$ cat src/verilog/uwl_params.svh
// Register map, field positions, reset values and frame sizes for the serial channel
`ifndef UWL_PARAMS_SVH
`define UWL_PARAMS_SVH
`define UWL_A_RATE      3'h0
`define UWL_A_LINE      3'h1
`define UWL_A_STAT      3'h2
`define UWL_A_DATA      3'h3
`define UWL_A_MCFG      3'h4
`define UWL_RATE_W      13
`define UWL_RATE_RST    13'h0004
`define UWL_LINE_RST    16'h0000
`define UWL_MCFG_RST    16'h0000
`define UWL_STAT_RST    5'h18
`define UWL_LC_BRK      0
`define UWL_LC_TXON     1
`define UWL_LC_RXON     2
`define UWL_LC_SLEEP    3
`define UWL_LC_WAKE     4
`define UWL_LC_ILT      5
`define UWL_LC_M9       6
`define UWL_LC_LOOP     7
`define UWL_ST_RXF      0
`define UWL_ST_IDLE     1
`define UWL_ST_OVR      2
`define UWL_ST_TXD      3
`define UWL_ST_TXE      4
`define UWL_MC_PRIO_HI  3
`define UWL_MC_STOP     15
`define UWL_FRAME8      4'hA
`define UWL_FRAME9      4'hB
`define UWL_H_CMD       8'h00
`define UWL_H_RESULT    8'h04
`define UWL_H_SEND      8'h08
`define UWL_H_SCFG      8'h0C
`define UWL_H_RD_BIT    31
`define UWL_H_BUSY_BIT  31
`endif

$ cat src/verilog/uwl_pkg.sv
// Shared types of the serial channel and its controller
package uwl_pkg;
   typedef enum logic [0:0] {
      UWL_RX_IDLE = 1'b0,
      UWL_RX_BITS = 1'b1
   } uwl_rx_state_type;
   typedef enum logic [1:0] {
      UWL_ACC_IDLE  = 2'b00,
      UWL_ACC_PULSE = 2'b01,
      UWL_ACC_WAIT  = 2'b10
   } uwl_acc_state_type;
endpackage

$ cat src/verilog/uwl_if.sv
// Register port and serial line joining the channel and its controller
interface uwl_if;
   logic [2:0]  reg_addr;
   logic        reg_wr;
   logic        reg_rd;
   logic [15:0] reg_wdata;
   logic [15:0] reg_rdata;
   logic        line_rxd;
   logic        line_txd;
   modport device (input reg_addr, input reg_wr, input reg_rd, input reg_wdata, output reg_rdata,
                   input line_rxd, output line_txd);
   modport host (output reg_addr, output reg_wr, output reg_rd, output reg_wdata, input reg_rdata,
                 output line_rxd, input line_txd);
endinterface

$ cat src/verilog/uwl_device.sv
// Serial channel: receiver with wake-up, idle detection, loopback and transmitter
//
// Operation
// - Sleeping receiver updates no status flags
// - Software writes sleep flag; hardware clears on wake
// - Wake select: 0 idle-line, 1 address-mark
// - Idle line while asleep clears sleep
// - Address mark frame clears sleep
// - Waking frame is received normally
// - Software may re-set sleep on foreign address
// - Remote leaves idle frame between messages
// - Remote starts each message with address frame
// - Address mark tolerates gaps, costs one bit
// - Loopback feeds receiver, holds pin at mark
// - Software enables both ends before loopback
// - Idle after reset until initialised
// - Status read then data write clears tx flags
// - Software sets nonzero priority, clears stop
// - Rate divisor and 8/9-bit frame select
// - Send break left clear for normal sending
// - Idle line is frame-size run of ones
// - Idle kind: short counts stop, long after
//
// Implementation choices: the AHB-Lite slave port and the register addresses.
`include "uwl_params.svh"
module uwl_device
   import uwl_pkg::*;
(
   input  wire logic    hclk,
   input  wire logic    hresetn,
   input  wire logic    ce,
   uwl_if.device        link,
   output logic         asleep,
   output logic         rx_full,
   output logic         tx_busy
);
   logic [`UWL_RATE_W-1:0] rate_q;
   logic [15:0]            line_q;
   logic [15:0]            mcfg_q;
   logic [4:0]             stat_q;
   logic [8:0]             rx_hold_q;
   logic [8:0]             tx_hold_q;
   logic [15:0]            rdata_q;
   logic                   rx_arm_q;
   logic                   tx_arm_q;
   logic                   idle_arm_q;
   logic                   sync1_q;
   logic                   sync2_q;
   logic                   txd_q;
   logic                   tx_line_q;
   logic [10:0]            tsh_q;
   logic [3:0]             tcnt_q;
   logic [`UWL_RATE_W-1:0] ttim_q;
   logic                   txon_d1_q;
   uwl_rx_state_type       rst_q;
   logic [`UWL_RATE_W-1:0] rtim_q;
   logic [3:0]             rcnt_q;
   logic [8:0]             rsh_q;
   logic [3:0]             ones_q;
   logic                   active;
   logic                   rx_src;
   logic                   m9;
   logic [3:0]             fsize;
   logic                   tick;
   logic                   frame_done;
   logic [8:0]             rx_word;
   logic                   msb;
   logic                   idle_hit;
   logic                   wake_addr;
   logic                   wake_idle;
   logic                   flags_ok;
   logic                   wr_line;
   logic                   wr_data;
   logic                   rd_stat;
   logic                   rd_data;
   logic                   tx_load;

   // Nothing runs until software has given a priority and released stop
   assign active   = ~mcfg_q[`UWL_MC_STOP] && (mcfg_q[`UWL_MC_PRIO_HI:0] != 4'h0);
   assign m9       = line_q[`UWL_LC_M9];
   assign fsize    = m9 ? `UWL_FRAME9 : `UWL_FRAME8;
   assign rx_src   = line_q[`UWL_LC_LOOP] ? tx_line_q : sync2_q;
   assign wr_line  = link.reg_wr && (link.reg_addr == `UWL_A_LINE);
   assign wr_data  = link.reg_wr && (link.reg_addr == `UWL_A_DATA);
   assign rd_stat  = link.reg_rd && (link.reg_addr == `UWL_A_STAT);
   assign rd_data  = link.reg_rd && (link.reg_addr == `UWL_A_DATA);
   assign tick     = (rtim_q == '0);
   assign frame_done = (rst_q == UWL_RX_BITS) && tick && (rcnt_q == fsize - 4'h1);
   assign rx_word  = m9 ? rsh_q : {1'b0, rsh_q[8:1]};
   assign msb      = m9 ? rsh_q[8] : rsh_q[8];
   assign wake_addr = frame_done && line_q[`UWL_LC_SLEEP] && line_q[`UWL_LC_WAKE] && msb;
   assign idle_hit = tick && rx_src && (ones_q == fsize - 4'h1);
   assign wake_idle = idle_hit && line_q[`UWL_LC_SLEEP] && ~line_q[`UWL_LC_WAKE];
   // The waking frame itself counts as an ordinary one
   assign flags_ok = ~line_q[`UWL_LC_SLEEP] || wake_addr;
   // Held back during preamble and break so pending data is not dropped
   assign tx_load  = active && line_q[`UWL_LC_TXON] && txon_d1_q && ~line_q[`UWL_LC_BRK] && (tcnt_q == 4'h0)
                     && ~stat_q[`UWL_ST_TXE];

   assign asleep   = line_q[`UWL_LC_SLEEP];
   assign rx_full  = stat_q[`UWL_ST_RXF];
   assign tx_busy  = ~stat_q[`UWL_ST_TXD];
   assign link.reg_rdata = rdata_q;
   assign link.line_txd  = txd_q;

   // Line input from the far station is asynchronous
   always_ff @(posedge hclk or negedge hresetn) begin
      if (!hresetn) begin
         sync1_q <= 1'b1;
         sync2_q <= 1'b1;
      end else if (ce) begin
         sync1_q <= link.line_rxd;
         sync2_q <= sync1_q;
      end
   end

   always_ff @(posedge hclk or negedge hresetn) begin
      if (!hresetn) begin
         rate_q <= `UWL_RATE_RST;
         mcfg_q <= `UWL_MCFG_RST;
      end else if (ce && link.reg_wr) begin
         if (link.reg_addr == `UWL_A_RATE) begin
            rate_q <= link.reg_wdata[`UWL_RATE_W-1:0];
         end
         if (link.reg_addr == `UWL_A_MCFG) begin
            mcfg_q <= link.reg_wdata;
         end
      end
   end

   // Hardware wake beats a software write landing in the same cycle
   always_ff @(posedge hclk or negedge hresetn) begin
      if (!hresetn) begin
         line_q <= `UWL_LINE_RST;
      end else if (ce) begin
         if (wr_line) begin
            line_q <= link.reg_wdata;
         end
         if (wake_addr || wake_idle) begin
            line_q[`UWL_LC_SLEEP] <= 1'b0;
         end
      end
   end

   always_ff @(posedge hclk or negedge hresetn) begin
      if (!hresetn) begin
         rdata_q <= 16'h0000;
      end else if (ce && link.reg_rd) begin
         unique case (link.reg_addr)
            `UWL_A_RATE: rdata_q <= {3'h0, rate_q};
            `UWL_A_LINE: rdata_q <= line_q;
            `UWL_A_STAT: rdata_q <= {11'h000, stat_q};
            `UWL_A_DATA: rdata_q <= {7'h00, rx_hold_q};
            `UWL_A_MCFG: rdata_q <= mcfg_q;
            default:     rdata_q <= 16'h0000;
         endcase
      end
   end

   // Status flags: a set in the same cycle as a clear always wins
   always_ff @(posedge hclk or negedge hresetn) begin
      if (!hresetn) begin
         stat_q     <= `UWL_STAT_RST;
         rx_arm_q   <= 1'b0;
         tx_arm_q   <= 1'b0;
         idle_arm_q <= 1'b0;
         rx_hold_q  <= 9'h000;
         tx_hold_q  <= 9'h000;
      end else if (ce) begin
         if (rd_stat) begin
            rx_arm_q <= 1'b1;
            tx_arm_q <= stat_q[`UWL_ST_TXD];
         end
         if (rd_data && rx_arm_q) begin
            stat_q[`UWL_ST_RXF]  <= 1'b0;
            stat_q[`UWL_ST_IDLE] <= 1'b0;
            stat_q[`UWL_ST_OVR]  <= 1'b0;
            rx_arm_q             <= 1'b0;
         end
         if (wr_data) begin
            tx_hold_q <= link.reg_wdata[8:0];
            if (tx_arm_q) begin
               stat_q[`UWL_ST_TXE] <= 1'b0;
               stat_q[`UWL_ST_TXD] <= 1'b0;
               tx_arm_q            <= 1'b0;
            end
         end
         if (tx_load) begin
            stat_q[`UWL_ST_TXE] <= 1'b1;
         end
         if ((tcnt_q == 4'h1) && (ttim_q == '0)) begin
            stat_q[`UWL_ST_TXD] <= 1'b1;
         end
         if (frame_done && flags_ok) begin
            if (stat_q[`UWL_ST_RXF] && !(rd_data && rx_arm_q)) begin
               stat_q[`UWL_ST_OVR] <= 1'b1;
            end else begin
               rx_hold_q           <= rx_word;
               stat_q[`UWL_ST_RXF] <= 1'b1;
               idle_arm_q          <= 1'b1;
            end
         end
         // Re-armed only by a received frame, so long idle flags once
         if (idle_hit && idle_arm_q && !line_q[`UWL_LC_SLEEP]) begin
            stat_q[`UWL_ST_IDLE] <= 1'b1;
            idle_arm_q           <= 1'b0;
         end
      end
   end

   // Transmitter: preamble on enable, break frames, else data frames
   always_ff @(posedge hclk or negedge hresetn) begin
      if (!hresetn) begin
         tsh_q     <= 11'h7FF;
         tcnt_q    <= 4'h0;
         ttim_q    <= '0;
         tx_line_q <= 1'b1;
         txd_q     <= 1'b1;
         txon_d1_q <= 1'b0;
      end else if (ce) begin
         txon_d1_q <= line_q[`UWL_LC_TXON] && active;
         txd_q     <= line_q[`UWL_LC_LOOP] ? 1'b1 : tx_line_q;
         if (tcnt_q != 4'h0) begin
            if (ttim_q == '0) begin
               ttim_q    <= rate_q;
               tcnt_q    <= tcnt_q - 4'h1;
               tx_line_q <= (tcnt_q == 4'h1) ? 1'b1 : tsh_q[0];
               tsh_q     <= {1'b1, tsh_q[10:1]};
            end else begin
               ttim_q <= ttim_q - 1'b1;
            end
         end else if (active && line_q[`UWL_LC_TXON]) begin
            ttim_q <= rate_q;
            if (!txon_d1_q) begin
               tcnt_q <= fsize + 4'h1;
               tsh_q  <= 11'h7FF;
            end else if (line_q[`UWL_LC_BRK]) begin
               tcnt_q <= fsize + 4'h1;
               tsh_q  <= 11'h000;
            end else if (tx_load) begin
               tcnt_q <= fsize + 4'h1;
               tsh_q  <= m9 ? {1'b1, tx_hold_q, 1'b0} : {2'b11, tx_hold_q[7:0], 1'b0};
            end
         end
      end
   end

   // Receiver: bit timer free-runs while idle so ones are still counted
   always_ff @(posedge hclk or negedge hresetn) begin
      if (!hresetn) begin
         rst_q  <= UWL_RX_IDLE;
         rtim_q <= '0;
         rcnt_q <= 4'h0;
         rsh_q  <= 9'h000;
         ones_q <= 4'h0;
      end else if (ce) begin
         if (!(active && line_q[`UWL_LC_RXON])) begin
            rst_q  <= UWL_RX_IDLE;
            rtim_q <= rate_q;
            ones_q <= 4'h0;
         end else begin
            rtim_q <= tick ? rate_q : rtim_q - 1'b1;
            if (tick) begin
               if (!rx_src) begin
                  ones_q <= 4'h0;
               // Saturate even when a shorter frame size is chosen later
               end else if (ones_q < fsize) begin
                  ones_q <= ones_q + 4'h1;
               end
            end
            unique case (rst_q)
               UWL_RX_IDLE: begin
                  if (!rx_src) begin
                     rst_q  <= UWL_RX_BITS;
                     rcnt_q <= 4'h0;
                     rtim_q <= {1'b0, rate_q[`UWL_RATE_W-1:1]};
                  end
               end
               UWL_RX_BITS: begin
                  if (tick) begin
                     rcnt_q <= rcnt_q + 4'h1;
                     // Long detection ignores ones inside the frame
                     if (line_q[`UWL_LC_ILT]) begin
                        ones_q <= 4'h0;
                     end
                     if ((rcnt_q == 4'h0) && rx_src) begin
                        rst_q <= UWL_RX_IDLE;
                     end else if (frame_done) begin
                        rst_q <= UWL_RX_IDLE;
                     end else if (rcnt_q != 4'h0) begin
                        rsh_q <= {rx_src, rsh_q[8:1]};
                     end
                  end
               end
            endcase
         end
      end
   end
endmodule

$ cat src/flat_wrapper.sv
// flat-port wrapper written by rule: the top's interface ports become plain ports
module uwl_device_flat import uwl_pkg::*;
  (hclk, hresetn, ce, asleep, rx_full, tx_busy, link_reg_addr, link_reg_wr, link_reg_rd, link_reg_wdata, link_reg_rdata, link_line_rxd, link_line_txd);
  uwl_if link_i ();
  input  wire logic hclk;
  input  wire logic hresetn;
  input  wire logic ce;
  output logic asleep;
  output logic rx_full;
  output logic tx_busy;
  input wire logic [$bits(link_i.reg_addr)-1:0] link_reg_addr;
  input wire logic [$bits(link_i.reg_wr)-1:0] link_reg_wr;
  input wire logic [$bits(link_i.reg_rd)-1:0] link_reg_rd;
  input wire logic [$bits(link_i.reg_wdata)-1:0] link_reg_wdata;
  output wire logic [$bits(link_i.reg_rdata)-1:0] link_reg_rdata;
  input wire logic [$bits(link_i.line_rxd)-1:0] link_line_rxd;
  output wire logic [$bits(link_i.line_txd)-1:0] link_line_txd;
  assign link_i.reg_addr = link_reg_addr;
  assign link_i.reg_wr = link_reg_wr;
  assign link_i.reg_rd = link_reg_rd;
  assign link_i.reg_wdata = link_reg_wdata;
  assign link_reg_rdata = link_i.reg_rdata;
  assign link_i.line_rxd = link_line_rxd;
  assign link_line_txd = link_i.line_txd;
  uwl_device u_core (.hclk(hclk), .hresetn(hresetn), .ce(ce), .link(link_i), .asleep(asleep), .rx_full(rx_full), .tx_busy(tx_busy));
endmodule
$ cat config.mk
export PLATFORM = sky130hd
export DESIGN_NAME = uwl_device_flat
export DESIGN_NICKNAME = d
export VERILOG_FILES = /design/src/verilog/uwl_pkg.sv /design/src/verilog/uwl_if.sv /design/src/verilog/uwl_device.sv /design/src/flat_wrapper.sv
export VERILOG_INCLUDE_DIRS = /design/src /design/src/verilog
export SDC_FILE = /design/constraint.sdc
export NUM_CORES = 1
export LEC_CHECK = 0
export BUFFER_PORTS_ARGS = -buffer_cell sky130_fd_sc_hd__buf_2
export CAP_MARGIN = 0
export CELL_PAD_IN_SITES_DETAIL_PLACEMENT = 0
export CELL_PAD_IN_SITES_GLOBAL_PLACEMENT = 2
export CORE_MARGIN = 5
export CORE_UTILIZATION = 40
export CTS_CLUSTER_SIZE = 30
export DETAILED_ROUTE_END_ITERATION = 6
export PLACE_DENSITY = 0.79
export SLEW_MARGIN = 30
export SYNTH_ARGS = -nofsm -noshare
export SYNTH_HDL_FRONTEND = slang
export SYNTH_SLANG_ARGS = --single-unit
$ cat constraint.sdc
create_clock -name hclk -period 2.92 [get_ports hclk]
set_input_delay 0.292 -clock hclk [delete_from_list [all_inputs] [get_ports hclk]]
set_output_delay 0.292 -clock hclk [all_outputs]
set_load 0.05 [all_outputs]
==> impl_results.md <==
- Status: complete, no violations
- Number of global-route vias before repair: between 6000 and 7000
- Antenna Nets Post-Route: 0
- Worst EP required: ~3.3 ns
- VDD IR-drop max: about 0.45 mV
- Sequential area share after synthesis: about half
- Horiz. Die Dim: 149.6 µm
- EDFF count, synth: 0
- Syn Inst Count: 756
- Switching portion of total power: between 30% and 40%
- Global Route Usage Sum: 20.58%
- Async S/R FF share, synth: 100.0%
- Post-Syn Nets: about 800
- Worst-Skew Late Latency: ~0.43 ns
- Worst hold slack: roughly 0.10 ns
- Setup Buffers After CTS: 0
- Initial antenna violation count: 0
- PD cells: 737.3 mW/mm²
- I/O pin total: 45
- Tightest Pin Transition: 0.6502 ns
- Final Hold Fails: 0
- Distinct cells, synth: 75
- Congestion Overflow GR: 0
- Clock slew at reported path FFs: 0.07 ns
- Comb power frac: 21.7%
- Flop pwr share: 45.0%
- Commonest non-fill, non-tap cell in the layout: dfrtp_1
- Pin count of the biggest net entering global routing: 66
- Max-slew headroom: approximately 57%
- Met2 Use GR: about a third
- First-pass GRT wire length: 35.47 mm
- F_max: 405.8 MHz
- Number of H-tree levels: 4
- IO Port Bufs: 44
- Setup violations, final: 0
- Reg2Reg Depth: 8
- Crit share post-route: between 80 and 90%
- Placed cell areas: between 0.008 and 0.009 mm²
- RePlAce Congestion: 0.8449
- Sink Count: 151
- Synthesized area: around 0.0078 mm²
- Initial DRT Pass Iterations: 5
- Number of core rows: a little over 50
- Worst Setup End Kind: flip-flop
- Inserted Clock Buffers: 17
- Commonest non-fill, non-tap cells in the layout: dfrtp_1 (133), nand2_1 (79), mux2_2 (67)
- Die area: roughly 0.022 mm²
- Int Pwr: 4264 µW
- M3 GR Usage: roughly 3.8%
- Most Crowded Layer GR: met2
- Nets: between 800 and 900
- Clock share of power: 33.3%
- Max cap viols: 0
- Layout cell share with drive strength beyond 1: approximately a quarter
- Clock skew: ~0.014 ns
- N_diodes: 0
- Setup_tns: 0 ns
- Min-Delay Endpoint: u_core.sync1_q
- Top FF cell, synth: dfrtp_1
- Via count: about 6000
- Synth Area per Inst: approximately 10 µm²
- Synth warn: 0
- Design Area, Final: ~0.009 mm²
- Detailed-route wire length: around 22 mm
- Hold path depth: 2
- Post-layout min period: around 2.5 ns
- RSZ-0062 raised after global routing: false
- CP startpoint kind: flip-flop
- Core Area: around 0.019 mm²
- Flops & latches, synth: 151
- Dpl hpwl: 15.59 mm
- Initial Util: between 40% and 50%
- FF-to-FF Start: u_core.rtim_q[0]
- TritonCTS clock tree: done
- Max-slew violations: 0
- Drt drc: 0
- Via density: roughly 5.7
- Hold crit path type: primary input to flip-flop
- Hold wc startpoint: link_line_rxd
- Clock buffer depth: 2
- P_sw: 2366 µW
- Worst flop-to-flop path endpoint: u_core.ones_q[0]
- CP Data Arrival Time: 2.81 ns
- Die height: ~150 µm
- Register-to-Register Setup Slack: roughly 0.46 ns
- Syn-to-layout area delta: 15.42%
- Max FO, Critical Path: 6
- Worst setup path class: flip-flop to flip-flop
- Avg WL per Cell: 20.67 µm
- 1st-iter DRT viols: about 500
- Global-route met1 utilization: 28.66%
- P_leak: around 0.0038 µW
- Clk root buf: clkbuf_16
kinds of logic after synthesis:
kind of cell             count (synthesis)  synth area share (%)
XOR/XNOR                                 6                0.6745
buffers and inverters                   70                 3.694
multiplexers                            90                 12.98
flip-flops                             151                 48.79
AO/OA/AOI/OAI                          221                 18.82
AND/OR/NAND/NOR                        209                 13.60
adder cells (fa/ha/maj)                  9                 1.445
worst max path at each step:
stage                     cells after the start              from                  end
after floorplan                               8  u_core.tcnt_q[0]    u_core.ttim_q[10]
after global placement                        7  u_core.rtim_q[0]  u_core.rx_hold_q[0]
after detailed placement                      8  u_core.rtim_q[0]     u_core.ones_q[0]
final                                         8  u_core.rtim_q[0]     u_core.ones_q[0]
after CTS                                     8  u_core.rtim_q[0]     u_core.ones_q[0]
after global routing                          8  u_core.rtim_q[0]     u_core.ones_q[0]
layout make-up:
class                   count  area (µm²)
well taps                 265       331.6
clock inverters            15       173.9
fillers                  1815       10340
repair buffers             75       474.2
inverters                  21       78.83
flip-flops and latches    151        3801
clock buffers              17       425.4
multi-input cells         535        3707
per-layer routing:
layer	wire length [µm]	share of wire, %
met5	0	0
met4	704	3.2
met3	866	3.9
met2	10200	46
met1	10540	47
stage by stage:
| stage | util (%) | power (µW) | setup slack, ns | instances |
|---|---|---|---|---|
| after global routing | 46.51 | 6990 | 0.2941 | 1079 |
| final | 46.51 | 6630 | 0.4557 | 1079 |
| after CTS | 46.51 | 6688 | 0.4646 | 1079 |
| after detailed placement | 43.36 | 4447 | 0.4836 | 1046 |
| after floorplan | - | 3881 | 0.6216 | 756 |
| after global placement | 43.36 | 4410 | 0.5166 | 1046 |
power by group through the flow:
| stage | Combinational [µW] | Sequential, µW | Clock, µW |
|---|---|---|---|
| final | 1440 | 2980 | 2210 |
| after global routing | 1590 | 3040 | 2360 |
| after CTS | 1450 | 2970 | 2260 |
| after detailed placement | 1440 | 3000 | 0 |
| after global placement | 1420 | 2990 | 0 |
| after floorplan | 993 | 2890 | 0 |
worst max-delay path, cell delays in order, from the launching register on:
cell     delay (ns)
dfrtp_1        0.40
inv_1          0.11
ha_1           0.16
or4b_1         0.59
nor3_2         0.39
buf_4          0.21
nand2_2        0.07
o32a_1         0.35
o22ai_1        0.11
what timing repair did:
item,4_1_cts,5_1_grt
endpoints found under the hold margin,55,0
hold buffers,1,0
gates resized for setup,0,0
flip-flops by register name, summed over array words and instances (netlist names), 4 cells and up:
| signal | count |
|---|---|
| u_core.line_q | 16 |
| u_core.link.reg_rdata | 16 |
| u_core.mcfg_q | 16 |
| u_core.rate_q | 13 |
| u_core.rtim_q | 13 |
| u_core.ttim_q | 13 |
| u_core.tsh_q | 11 |
| u_core.rsh_q | 9 |
| u_core.rx_hold_q | 9 |
| u_core.tx_hold_q | 9 |
| u_core.stat_q | 5 |
| u_core.ones_q | 4 |
| u_core.rcnt_q | 4 |
| u_core.tcnt_q | 4 |
Yosys cell counts (6+ instances only):
cell,count,area [µm²]
a22oi_1,14,105.1
ha_1,9,112.6
o22ai_1,11,68.82
nor4_1,6,37.54
inv_1,20,75.07
a22o_1,17,148.9
nand2_1,79,296.5
buf_2,8,40.04
nor2b_1,9,56.30
clkbuf_1,36,135.1
a31oi_1,14,87.58
nand4_1,8,50.05
dfrtp_1,133,3328
o211ai_1,7,52.55
nor3_1,13,65.06
a21oi_1,40,200.2
o21ai_1,8,40.04
dfstp_2,18,473.0
nand2b_1,10,62.56
nand3_1,9,45.04
mux2i_1,20,200.2
o21ai_0,56,280.3
nor2_1,35,131.4
or4_1,6,45.04
mux2_2,67,754.5
No activity file was read; power rests on OpenSTA's default activity.
